$ cat config.mk
export PLATFORM = sky130hd
export DESIGN_NAME = lut_dac_source_control
export DESIGN_NICKNAME = d
export VERILOG_FILES = /design/src/hw/lut_dac_pkg.sv /design/src/hw/lut_store.sv /design/src/hw/conv_filter.sv /design/src/hw/lut_dac_source_control.sv
export SDC_FILE = /design/constraint.sdc
export NUM_CORES = 2
export LEC_CHECK = 0
export BUFFER_PORTS_ARGS = -buffer_cell sky130_fd_sc_hd__buf_2
export CORE_ASPECT_RATIO = 1.1
export CORE_MARGIN = 5
export CORE_UTILIZATION = 40
export CTS_BUF_LIST = sky130_fd_sc_hd__clkbuf_4 sky130_fd_sc_hd__clkbuf_8 sky130_fd_sc_hd__clkbuf_16
export DETAILED_ROUTE_END_ITERATION = 16
export PLACE_DENSITY = 0.62
export SLEW_MARGIN = 25
export SYNTH_ARGS = -nofsm -noshare
export SYNTH_HDL_FRONTEND = slang
export SYNTH_HIERARCHICAL = 1
export SYNTH_SLANG_ARGS = --single-unit
$ cat constraint.sdc
create_clock -name sys_clk -period 2.77 [get_ports sys_clk]
set_input_delay 0 -clock sys_clk [delete_from_list [all_inputs] [get_ports sys_clk]]
set_output_delay 0 -clock sys_clk [all_outputs]
set_load 0.1 [all_outputs]
$ cat src/hw/lut_dac_pkg.sv
// constants and carrier types for the table-driven converter source control
// assumes a byte-level register port fed by an outside 2-wire bus engine
package lut_dac_pkg;

  // register byte addresses
  localparam logic [7:0] ADDR_CONFIG      = 8'h80;
  localparam logic [7:0] ADDR_ROW_OVR     = 8'h81;
  localparam logic [7:0] ADDR_CODE_OVR    = 8'h83;
  localparam logic [7:0] ADDR_SRC_RANGE   = 8'h85;
  localparam logic [7:0] ADDR_UNLOCK      = 8'h86;
  localparam logic [7:0] ADDR_THERMO      = 8'h87;
  localparam logic [7:0] LUT_BASE         = 8'h90;
  localparam logic [7:0] LUT_LAST         = 8'hCF;

  // field positions
  localparam int BIT_CFG_FIXED1   = 7;
  localparam int BIT_POLARITY     = 6;
  localparam int BIT_PERSIST      = 5;
  localparam int BIT_FILT_BYPASS  = 4;
  localparam int BIT_CONV_OVR_SEL = 5;
  localparam int BIT_TBL_OVR_SEL  = 4;
  localparam int BIT_UNLOCK       = 7;

  // unlock register command bytes
  localparam logic [7:0] UNLOCK_SET   = 8'h80;
  localparam logic [7:0] UNLOCK_CLEAR = 8'h00;

  // full-scale range codes
  localparam logic [1:0] RANGE_RSVD = 2'h0;
  localparam logic [1:0] RANGE_LOW  = 2'h1;
  localparam logic [1:0] RANGE_MID  = 2'h2;
  localparam logic [1:0] RANGE_HIGH = 2'h3;

  // settle filter: identical conversions needed at power-up
  localparam int FILTER_MATCHES = 4;

  localparam logic [7:0] DAC_IDLE = 8'h00;

  typedef struct packed {
    logic       current_polarity_bit;
    logic       override_persistence_bit;
    logic       conversion_filter_bypass;
    logic       table_override_select;
    logic       converter_override_select;
    logic [1:0] full_scale_field;
    logic [5:0] table_row_override_bits;
    logic [7:0] converter_override_bits;
  } ctrl_s;

  localparam ctrl_s CTRL_RESET = '{
    current_polarity_bit:      1'b0,
    override_persistence_bit:  1'b0,
    conversion_filter_bypass:  1'b0,
    table_override_select:     1'b0,
    converter_override_select: 1'b0,
    full_scale_field:          RANGE_HIGH,
    table_row_override_bits:   6'h00,
    converter_override_bits:   8'h00
  };

  typedef enum logic [4:0] {
    PU_RECALL  = 5'b00001,
    PU_ANALOG  = 5'b00010,
    PU_ADC_ON  = 5'b00100,
    PU_FILTER  = 5'b01000,
    PU_RUN     = 5'b10000
  } powerup_e;

endpackage

$ cat src/hw/lut_store.sv
// 64-row byte table: one write port, two asynchronous read ports
// assumes writes are already qualified by the unlock latch
`timescale 1ns/1ps
module lut_store #(
  parameter int ROWS = 64
) (
  // clock and reset
  input  wire logic                    sys_clk,
  input  wire logic                    reset,
  // write port
  input  wire logic                    wr_en,
  input  wire logic [$clog2(ROWS)-1:0] wr_row,
  input  wire logic [7:0]              wr_byte,
  // read ports
  input  wire logic [$clog2(ROWS)-1:0] sel_row,
  output logic      [7:0]              sel_byte,
  input  wire logic [$clog2(ROWS)-1:0] bus_row,
  output logic      [7:0]              bus_byte
);
  logic [7:0] mem_reg  [ROWS];
  logic [7:0] mem_next [ROWS];

  always_comb
  begin
    for (int i = 0; i < ROWS; i++)
    begin
      mem_next[i] = mem_reg[i];
    end
    if (wr_en)
    begin
      mem_next[wr_row] = wr_byte;
    end
  end

  // rows come up cleared, as shipped
  always_ff @(posedge sys_clk)
  begin
    for (int i = 0; i < ROWS; i++)
    begin
      mem_reg[i] <= reset ? 8'h00 : mem_next[i];
    end
  end

  assign sel_byte = mem_reg[sel_row];
  assign bus_byte = mem_reg[bus_row];
endmodule

$ cat src/hw/conv_filter.sv
// thermometer converter capture: samples the converter clock pin and code,
// flags each completed conversion and counts identical results
// assumes the code pins are stable around the converter clock rising edge
`timescale 1ns/1ps
module conv_filter #(
  parameter int MATCHES = lut_dac_pkg::FILTER_MATCHES
) (
  // clock and reset
  input  wire logic       sys_clk,
  input  wire logic       reset,
  // converter pins
  input  wire logic       adc_clk,
  input  wire logic [7:0] adc_code,
  // control
  input  wire logic       enable,
  input  wire logic       bypass,
  // results
  output logic            conv_done,
  output logic      [7:0] conv_code,
  output logic            settled
);
  import lut_dac_pkg::*;

  logic [2:0] clk_sync_reg;
  logic [2:0] clk_sync_next;
  logic [7:0] code_s1_reg;
  logic [7:0] code_s2_reg;
  logic [7:0] code_reg;
  logic [7:0] code_next;
  logic [2:0] match_reg;
  logic [2:0] match_next;
  logic       done_reg;
  logic       done_next;
  logic       edge_seen;
  logic [2:0] need;

  always_comb
  begin
    clk_sync_next = {clk_sync_reg[1:0], adc_clk};
    edge_seen     = clk_sync_reg[1] && !clk_sync_reg[2];
    need          = bypass ? 3'd1 : 3'(MATCHES);
    code_next     = code_reg;
    match_next    = match_reg;
    done_next     = 1'b0;
    if (!enable)
    begin
      match_next = 3'd0;
    end
    else if (edge_seen)
    begin
      done_next = 1'b1;
      code_next = code_s2_reg;
      // consecutive identical results, saturating at the target
      if (match_reg != 3'd0 && code_s2_reg == code_reg)
      begin
        match_next = (match_reg >= need) ? match_reg : match_reg + 3'd1;
      end
      else
      begin
        match_next = 3'd1;
      end
    end
  end

  always_ff @(posedge sys_clk)
  begin
    if (reset)
    begin
      clk_sync_reg <= 3'h0;
      code_s1_reg  <= 8'h00;
      code_s2_reg  <= 8'h00;
      code_reg     <= 8'h00;
      match_reg    <= 3'h0;
      done_reg     <= 1'b0;
    end
    else
    begin
      clk_sync_reg <= clk_sync_next;
      code_s1_reg  <= adc_code;
      code_s2_reg  <= code_s1_reg;
      code_reg     <= code_next;
      match_reg    <= match_next;
      done_reg     <= done_next;
    end
  end

  assign conv_done = done_reg;
  assign conv_code = code_reg;
  assign settled   = enable && (match_reg >= need);

  property p_filter_need;
    @(posedge sys_clk) disable iff (reset)
      (settled && !bypass) |-> (match_reg >= 3'd4);
  endproperty
  a_filter_need: assert property (p_filter_need)
    else $error("settled before four identical conversions");
endmodule

$ cat src/hw/lut_dac_source_control.sv
// top of the converter source control: register file, power-up sequence,
// source selection. assumes an outside bus engine delivers one data byte
// per wr_stb with its address, and samples wr_ack for the acknowledge.
`timescale 1ns/1ps
module lut_dac_source_control (
  // clock and reset
  input  wire logic       sys_clk,
  input  wire logic       reset,
  // register write port
  input  wire logic       wr_stb,
  input  wire logic       wr_first,
  input  wire logic [7:0] wr_addr,
  input  wire logic [7:0] wr_data,
  output logic            wr_ack,
  // register read port
  input  wire logic [7:0] rd_addr,
  output logic      [7:0] rd_data,
  // supply threshold pins
  input  wire logic       first_supply_threshold,
  input  wire logic       converter_supply_threshold,
  // thermometer converter pins
  input  wire logic       adc_clk,
  input  wire logic [7:0] adc_code,
  output logic            adc_enable,
  output logic            analog_enable,
  // current generator control
  output logic      [7:0] dac_code,
  output logic            range_low,
  output logic            range_mid,
  output logic            range_high,
  output logic            current_sink
);
  import lut_dac_pkg::*;

  function automatic logic in_table(input logic [7:0] a);
    in_table = (a >= LUT_BASE) && (a <= LUT_LAST);
  endfunction

  function automatic logic [5:0] table_row(input logic [7:0] a);
    table_row = 6'(a - LUT_BASE);
  endfunction

  // supply pins pass two flip-flops
  logic [1:0] por_sync_reg;
  logic [1:0] adcok_sync_reg;
  logic       por_ok;
  logic       adc_ok;

  always_ff @(posedge sys_clk)
  begin
    if (reset)
    begin
      por_sync_reg   <= 2'b00;
      adcok_sync_reg <= 2'b00;
    end
    else
    begin
      por_sync_reg   <= {por_sync_reg[0], first_supply_threshold};
      adcok_sync_reg <= {adcok_sync_reg[0], converter_supply_threshold};
    end
  end
  assign por_ok = por_sync_reg[1];
  assign adc_ok = adcok_sync_reg[1];

  // control state
  ctrl_s      work_reg;
  ctrl_s      work_next;
  ctrl_s      stored_reg;
  ctrl_s      stored_next;
  logic       unlock_reg;
  logic       unlock_next;
  logic [7:0] start_addr_reg;
  logic [7:0] start_addr_next;
  logic [7:0] thermo_reg;
  logic [7:0] thermo_next;
  logic [7:0] rd_data_reg;
  logic [7:0] rd_data_next;
  powerup_e   state_reg;
  powerup_e   state_next;
  logic [7:0] dac_reg;
  logic [7:0] dac_next;
  logic [3:0] out_reg;
  logic [3:0] out_next;

  logic       wr_do;
  logic       follow_blocked;
  logic       conv_done;
  logic [7:0] conv_code;
  logic       settled;
  logic [5:0] sel_row;
  logic [7:0] sel_addr;
  logic [7:0] sel_byte;
  logic [7:0] bus_byte;

  // acknowledge decision
  always_comb
  begin
    start_addr_next = (wr_stb && wr_first) ? wr_addr : start_addr_reg;
    follow_blocked  = !wr_first && (start_addr_reg == ADDR_CONFIG ||
                      start_addr_reg == ADDR_SRC_RANGE ||
                      start_addr_reg == ADDR_UNLOCK);
    wr_ack = wr_stb && !follow_blocked &&
             (unlock_reg || (wr_first && wr_addr == ADDR_UNLOCK));
    wr_do  = wr_ack;
  end

  // register writes and power-up recall
  always_comb
  begin
    work_next   = work_reg;
    stored_next = stored_reg;
    unlock_next = unlock_reg;
    if (state_reg == PU_RECALL)
    begin
      work_next = stored_reg;
    end
    else if (wr_do)
    begin
      case (wr_addr)
        ADDR_CONFIG:
        begin
          work_next.current_polarity_bit     = wr_data[BIT_POLARITY];
          work_next.override_persistence_bit = wr_data[BIT_PERSIST];
          work_next.conversion_filter_bypass = wr_data[BIT_FILT_BYPASS];
          stored_next.current_polarity_bit     = wr_data[BIT_POLARITY];
          stored_next.override_persistence_bit = wr_data[BIT_PERSIST];
          stored_next.conversion_filter_bypass = wr_data[BIT_FILT_BYPASS];
        end
        ADDR_ROW_OVR:
        begin
          work_next.table_row_override_bits = wr_data[5:0];
          if (work_reg.override_persistence_bit)
          begin
            stored_next.table_row_override_bits = wr_data[5:0];
          end
        end
        ADDR_CODE_OVR:
        begin
          work_next.converter_override_bits = wr_data;
          if (work_reg.override_persistence_bit)
          begin
            stored_next.converter_override_bits = wr_data;
          end
        end
        ADDR_SRC_RANGE:
        begin
          work_next.converter_override_select = wr_data[BIT_CONV_OVR_SEL];
          work_next.table_override_select     = wr_data[BIT_TBL_OVR_SEL];
          work_next.full_scale_field          = wr_data[1:0];
          stored_next.converter_override_select = wr_data[BIT_CONV_OVR_SEL];
          stored_next.table_override_select     = wr_data[BIT_TBL_OVR_SEL];
          stored_next.full_scale_field          = wr_data[1:0];
        end
        ADDR_UNLOCK:
        begin
          // only the latch moves; the rest of the register stays zero
          if (wr_data == UNLOCK_SET)
          begin
            unlock_next = 1'b1;
          end
          else if (wr_data == UNLOCK_CLEAR)
          begin
            unlock_next = 1'b0;
          end
        end
        default:
        begin
          work_next = work_reg;
        end
      endcase
    end
  end

  // stored image models the nonvolatile cells; reset stands for first use
  always_ff @(posedge sys_clk)
  begin
    if (reset)
    begin
      work_reg       <= CTRL_RESET;
      stored_reg     <= CTRL_RESET;
      unlock_reg     <= 1'b0;
      start_addr_reg <= 8'h00;
    end
    else
    begin
      work_reg       <= work_next;
      stored_reg     <= stored_next;
      unlock_reg     <= unlock_next;
      start_addr_reg <= start_addr_next;
    end
  end

  lut_store #(
    .ROWS (64)
  ) u_table (
    .sys_clk  (sys_clk),
    .reset    (reset),
    .wr_en    (wr_do && in_table(wr_addr)),
    .wr_row   (table_row(wr_addr)),
    .wr_byte  (wr_data),
    .sel_row  (table_row(sel_addr)),
    .sel_byte (sel_byte),
    .bus_row  (table_row(rd_addr)),
    .bus_byte (bus_byte)
  );

  conv_filter #(
    .MATCHES (FILTER_MATCHES)
  ) u_conv (
    .sys_clk   (sys_clk),
    .reset     (reset),
    .adc_clk   (adc_clk),
    .adc_code  (adc_code),
    .enable    (adc_enable),
    .bypass    (work_reg.conversion_filter_bypass),
    .conv_done (conv_done),
    .conv_code (conv_code),
    .settled   (settled)
  );

  // source selection, power-up sequence and outputs
  always_comb
  begin
    thermo_next = conv_done ? conv_code : thermo_reg;
    sel_row = work_reg.table_override_select ?
              work_reg.table_row_override_bits :
              thermo_reg[7:2];
    sel_addr = 8'(LUT_BASE + {2'b00, sel_row});
    state_next = state_reg;
    case (state_reg)
      PU_RECALL:
        state_next = por_ok ? PU_ANALOG : PU_RECALL;
      PU_ANALOG:
        state_next = adc_ok ? PU_ADC_ON : PU_ANALOG;
      PU_ADC_ON:
        // an override source needs no settled conversion
        state_next = (work_reg.converter_override_select ||
                      work_reg.table_override_select) ?
                     PU_RUN : PU_FILTER;
      PU_FILTER:
        state_next = settled ? PU_RUN : PU_FILTER;
      PU_RUN:
        state_next = PU_RUN;
      default:
        state_next = PU_RECALL;
    endcase
    if (!por_ok)
    begin
      state_next = PU_RECALL;
    end
    if (state_reg != PU_RUN)
    begin
      dac_next = DAC_IDLE;
    end
    else if (work_reg.converter_override_select)
    begin
      dac_next = work_reg.converter_override_bits;
    end
    else
    begin
      dac_next = sel_byte;
    end
    out_next = {work_reg.full_scale_field == RANGE_LOW,
                work_reg.full_scale_field == RANGE_MID,
                work_reg.full_scale_field == RANGE_HIGH,
                work_reg.current_polarity_bit};
    if (in_table(rd_addr))
    begin
      rd_data_next = bus_byte;
    end
    else
    begin
      case (rd_addr)
        ADDR_CONFIG:
          rd_data_next = {1'b1, work_reg.current_polarity_bit,
                          work_reg.override_persistence_bit,
                          work_reg.conversion_filter_bypass, 4'h0};
        ADDR_ROW_OVR:
          rd_data_next = {2'b00, work_reg.table_row_override_bits};
        ADDR_CODE_OVR:
          rd_data_next = work_reg.converter_override_bits;
        ADDR_SRC_RANGE:
          rd_data_next = {2'b00, work_reg.converter_override_select,
                          work_reg.table_override_select, 2'b00,
                          work_reg.full_scale_field};
        ADDR_UNLOCK:
          rd_data_next = {unlock_reg, 7'h00};
        ADDR_THERMO:
          rd_data_next = thermo_reg;
        default:
          rd_data_next = 8'h00;
      endcase
    end
  end

  always_ff @(posedge sys_clk)
  begin
    if (reset)
    begin
      state_reg   <= PU_RECALL;
      dac_reg     <= DAC_IDLE;
      thermo_reg  <= 8'h00;
      out_reg     <= 4'b0010;
      rd_data_reg <= 8'h00;
    end
    else
    begin
      state_reg   <= state_next;
      dac_reg     <= dac_next;
      thermo_reg  <= thermo_next;
      out_reg     <= out_next;
      rd_data_reg <= rd_data_next;
    end
  end

  assign analog_enable = (state_reg != PU_RECALL);
  assign adc_enable    = (state_reg == PU_ADC_ON) ||
                         (state_reg == PU_FILTER) || (state_reg == PU_RUN);
  assign dac_code      = dac_reg;
  assign range_low     = out_reg[3];
  assign range_mid     = out_reg[2];
  assign range_high    = out_reg[1];
  assign current_sink  = out_reg[0];
  assign rd_data       = rd_data_reg;

  property p_hold_zero;
    @(posedge sys_clk) disable iff (reset)
      (state_reg != PU_RUN) |=> (dac_code == 8'h00);
  endproperty
  a_hold_zero: assert property (p_hold_zero)
    else $error("converter input not zero during power-up");

  property p_conv_override;
    @(posedge sys_clk) disable iff (reset)
      (state_reg == PU_RUN && work_reg.converter_override_select)
      |=> (dac_code == $past(work_reg.converter_override_bits));
  endproperty
  a_conv_override: assert property (p_conv_override)
    else $error("override byte not on converter input");

  property p_table_source;
    @(posedge sys_clk) disable iff (reset)
      (state_reg == PU_RUN && !work_reg.converter_override_select)
      |=> (dac_code == $past(sel_byte));
  endproperty
  a_table_source: assert property (p_table_source)
    else $error("table byte not on converter input");

  property p_row_select;
    @(posedge sys_clk) disable iff (reset)
      1'b1 |-> (sel_addr == (work_reg.table_override_select ?
               8'h90 + {2'b00, work_reg.table_row_override_bits} :
               8'h90 + {2'b00, thermo_reg[7:2]}));
  endproperty
  a_row_select: assert property (p_row_select)
    else $error("wrong table row address");

  property p_locked_write;
    @(posedge sys_clk) disable iff (reset)
      (wr_stb && !unlock_reg && wr_addr != ADDR_UNLOCK) |-> !wr_ack;
  endproperty
  a_locked_write: assert property (p_locked_write)
    else $error("write acknowledged while locked");

  property p_unlock_set;
    @(posedge sys_clk) disable iff (reset)
      (wr_stb && wr_first && wr_addr == ADDR_UNLOCK &&
       wr_data == UNLOCK_SET) |=> unlock_reg ##1
      ($past(rd_addr) != ADDR_UNLOCK || rd_data[7:0] == 8'h80);
  endproperty
  a_unlock_set: assert property (p_unlock_set)
    else $error("unlock latch not set by unlock byte");

  property p_status_hold;
    @(posedge sys_clk) disable iff (reset)
      !conv_done |=> $stable(thermo_reg);
  endproperty
  a_status_hold: assert property (p_status_hold)
    else $error("thermometer status changed without conversion");

  property p_range_mid;
    @(posedge sys_clk) disable iff (reset)
      (work_reg.full_scale_field == RANGE_MID)
      |=> (range_mid && !range_low && !range_high);
  endproperty
  a_range_mid: assert property (p_range_mid)
    else $error("middle range not decoded");

  property p_polarity;
    @(posedge sys_clk) disable iff (reset)
      1'b1 |=> (current_sink == $past(work_reg.current_polarity_bit));
  endproperty
  a_polarity: assert property (p_polarity)
    else $error("current polarity does not follow control bit");

  property p_recall;
    @(posedge sys_clk) disable iff (reset)
      (state_reg == PU_RECALL) |=> (work_reg == $past(stored_reg));
  endproperty
  a_recall: assert property (p_recall)
    else $error("stored control bits not recalled");
endmodule

==> results.json <==
{
  "outcome": "completed",
  "ios": 62,
  "worstSetupStartpointType": "flop",
  "dieHeight_um": 307,
  "synthXorXnorAreaFrac": 0.00300,
  "clk_latency_ps": 620,
  "viasPerCell": 6.02,
  "cts_max_level": 3,
  "fin_crit_sh": 0.992,
  "grt_pass1_wl_um": 164000,
  "async_reset_ff_frac": 0,
  "routedWlPerCell_um": 24.0,
  "root_buffer": "clkbuf_16",
  "syn-num-nets": 3376,
  "vias": 27300,
  "cp_max_fo": 11,
  "cts_buffers": 68,
  "gp_congestion": 0.953,
  "ir_drop_uv": 565,
  "clkSinkCount": 631,
  "setup_tns_ps": 0,
  "overflow": 0,
  "finish.instance_area_um2": 38100,
  "slew_headroom": 0.185,
  "synth_edf_count": 0,
  "synth-main-ff-cell": "dfxtp_1",
  "seqCellArea_um2": 12600,
  "worst_pin_slew_ps": 1220,
  "synth.distinct_cells": 71,
  "finalWirelength_um": 109000,
  "synthMostInstantiatedCell": "dfxtp_1",
  "hp-class": "input port to flop",
  "nets": 3487,
  "p_leak_nw": 12.8,
  "synthMuxAreaShare": 0.284,
  "yosys-top-cells-count": "dfxtp_1 (631), nand2_1 (398), mux2i_1 (328)",
  "grt_antenna_before_repair": 2,
  "die_x_um": 280,
  "first_iter_violations": 3122,
  "dr.pass1.iters": 5,
  "drc": 0,
  "yosys.area.top_type": "dfxtp_1",
  "synth_top_family_by_area": "multiplexers",
  "grt_start_max_net_pins": 198,
  "max_freq_ghz": 0.364,
  "largest_register_ffs": 512,
  "synth_warnings": 6,
  "syn_to_final_growth_pct": 18.4,
  "row_count": 109,
  "grt_pass1_vias": 26400,
  "syn_avg_cell_area_um2": 9.66,
  "synth_fa_ha_area_frac": 0.00389,
  "finalHoldViolCount": 0,
  "tritoncts": "built",
  "yosys-top-cells-area": "dfxtp_1 (39%), mux4_2 (17%), mux2i_1 (10%)",
  "syn_area_um2": 32200,
  "grt.total_usage": 0.244,
  "ys_ff_latch": 631,
  "cts.clk_slew.worst_paths_ps": 60,
  "cp.required_ps": 3270,
  "fin_worst_skew_ps": 22.4,
  "path_class": "flop to flop",
  "layout-drive-gt1-share": 0.220,
  "synth-simple-area-share": 0.166,
  "pre_cts_ws_ps": -54.5,
  "cp-end-kind": "flop",
  "portBuffers": 61,
  "yosysSeqAreaShare": 0.393,
  "clk_path_buf_depth": 3,
  "multi_input_area_um2": 18400,
  "worst_ep_arrival_time_ps": 3240,
  "initial_utilization": 0.402,
  "ant_nets": 0,
  "worst_slack_ps": 22.0,
  "finalMaxSlewViolations": 0,
  "dieArea_um2": 86200,
  "synth_compound_area_frac": 0.107,
  "power_density_nw_per_um2": 517,
  "final.min_clock_period_ps": 2750,
  "maxCapViolations": 0,
  "finalSetupViolCount": 0,
  "netlist.area_leader.share": 0.393,
  "syn_inst": 3327,
  "hpwl_um": 72800,
  "core_area_um2": 80100,
  "place_area_um2": 35000,
  "fillers": 7376
}
final timing paths:
kind	endpoint	cells after the start	start	slack, ps
hold / removal	rd_data[2]	4	rd_addr[7]	80
setup / recovery	dac_code[1]	9	work_reg[17]	20
setup reg to reg	dac_code[1]	9	work_reg[17]	20
hold reg to reg	state_reg[2]	2	adcok_sync_reg[1]	440
layout by cell type (no fill, tap or decap), drive strengths merged, types with 10 or more instances in the layout:
master       Yosys  layout
a2111oi         11      11
a211oi          20      20
a21oi          328     328
a22o            26      26
a22oi           18      18
and2            12      12
buf            124     290
clkbuf         179      98
dfxtp          631     631
dlygate4sd3      0      50
ha              10      10
inv             26      32
mux2            27      29
mux2i          328     328
mux4           246     246
nand2          398     398
nand2b          15      15
nand3          288     288
nor2           325     325
nor2b           57      57
nor3            27      27
o211ai          12      12
o21ai           61      61
o221ai          23      23
o22ai           22      22
where the power goes:
part	total [W]	switching, W	internal [W]	leakage [nW]
registers	0.00913	0.0000278	0.00911	5.09
clock network	0.00923	0.00384	0.00539	1.12
logic	0.00130	0.000912	0.000390	6.62
worst max-delay path: stages (launching register included):
cell      delay [ps]
dfxtp_4          400
mux2_8           440
buf_12           150
buf_4            190
mux4_2           480
o221ai_1         180
o21ai_0          300
a22o_1           300
mux2i_1          130
nor2_1            50
per-layer routing:
| layer | GRT usage | vias up | part of all wire |
|---|---|---|---|
| li1 | - | 12400 | - |
| met1 | 0.330 | 13400 | 0.41 |
| met2 | 0.387 | 1296 | 0.46 |
| met3 | 0.0469 | 235 | 0.090 |
| met4 | 0.0983 | 0 | 0.046 |
| met5 | 0 | - | 0 |
final cells by class:
class / instances / share of cell area
multi-input cells: 2369 / 0.484
flip-flops and latches: 631 / 0.332
repair buffers: 342 / 0.0879
clock buffers: 96 / 0.0533
well taps: 1054 / 0.0347
clock inverters: 20 / 0.00533
inverters: 26 / 0.00256
diodes: 1 / 0.0000658
stage by stage:
stage	utilization	hold WS (ps)	power [W]	instances
3_3_place_gp	0.438	211	0.0105	4356
3_5_place_dp	0.438	217	0.0105	4356
6_report	0.475	75.8	0.0197	4539
2_1_floorplan	-	128	0.0101	3327
5_1_grt	0.475	77.8	0.0202	4538
4_1_cts	0.473	34.5	0.0198	4527
logic make-up (layout without fill, tap and decap cells):
kind of cell,count (synthesis),after routing
compound gates,569,569
xor+xnor,11,11
fa+ha+maj,10,10
buf+inv,329,484
flops,631,631
mux,601,603
other cells,0,1
simple gates,1176,1176
timing repair:
| action | 4_1_cts | 5_1_grt |
|---|---|---|
| gates resized for setup | 1 | 16 |
| setup buffers | 4 | 9 |
| hold buffers | 50 | 0 |
| gates cloned | 1 | 2 |
| pin swaps | 0 | 4 |
| hold endpoints to repair | 144 | 0 |
| setup endpoints to repair | 4 | 346 |
No activity file was read; power rests on OpenSTA's default activity.
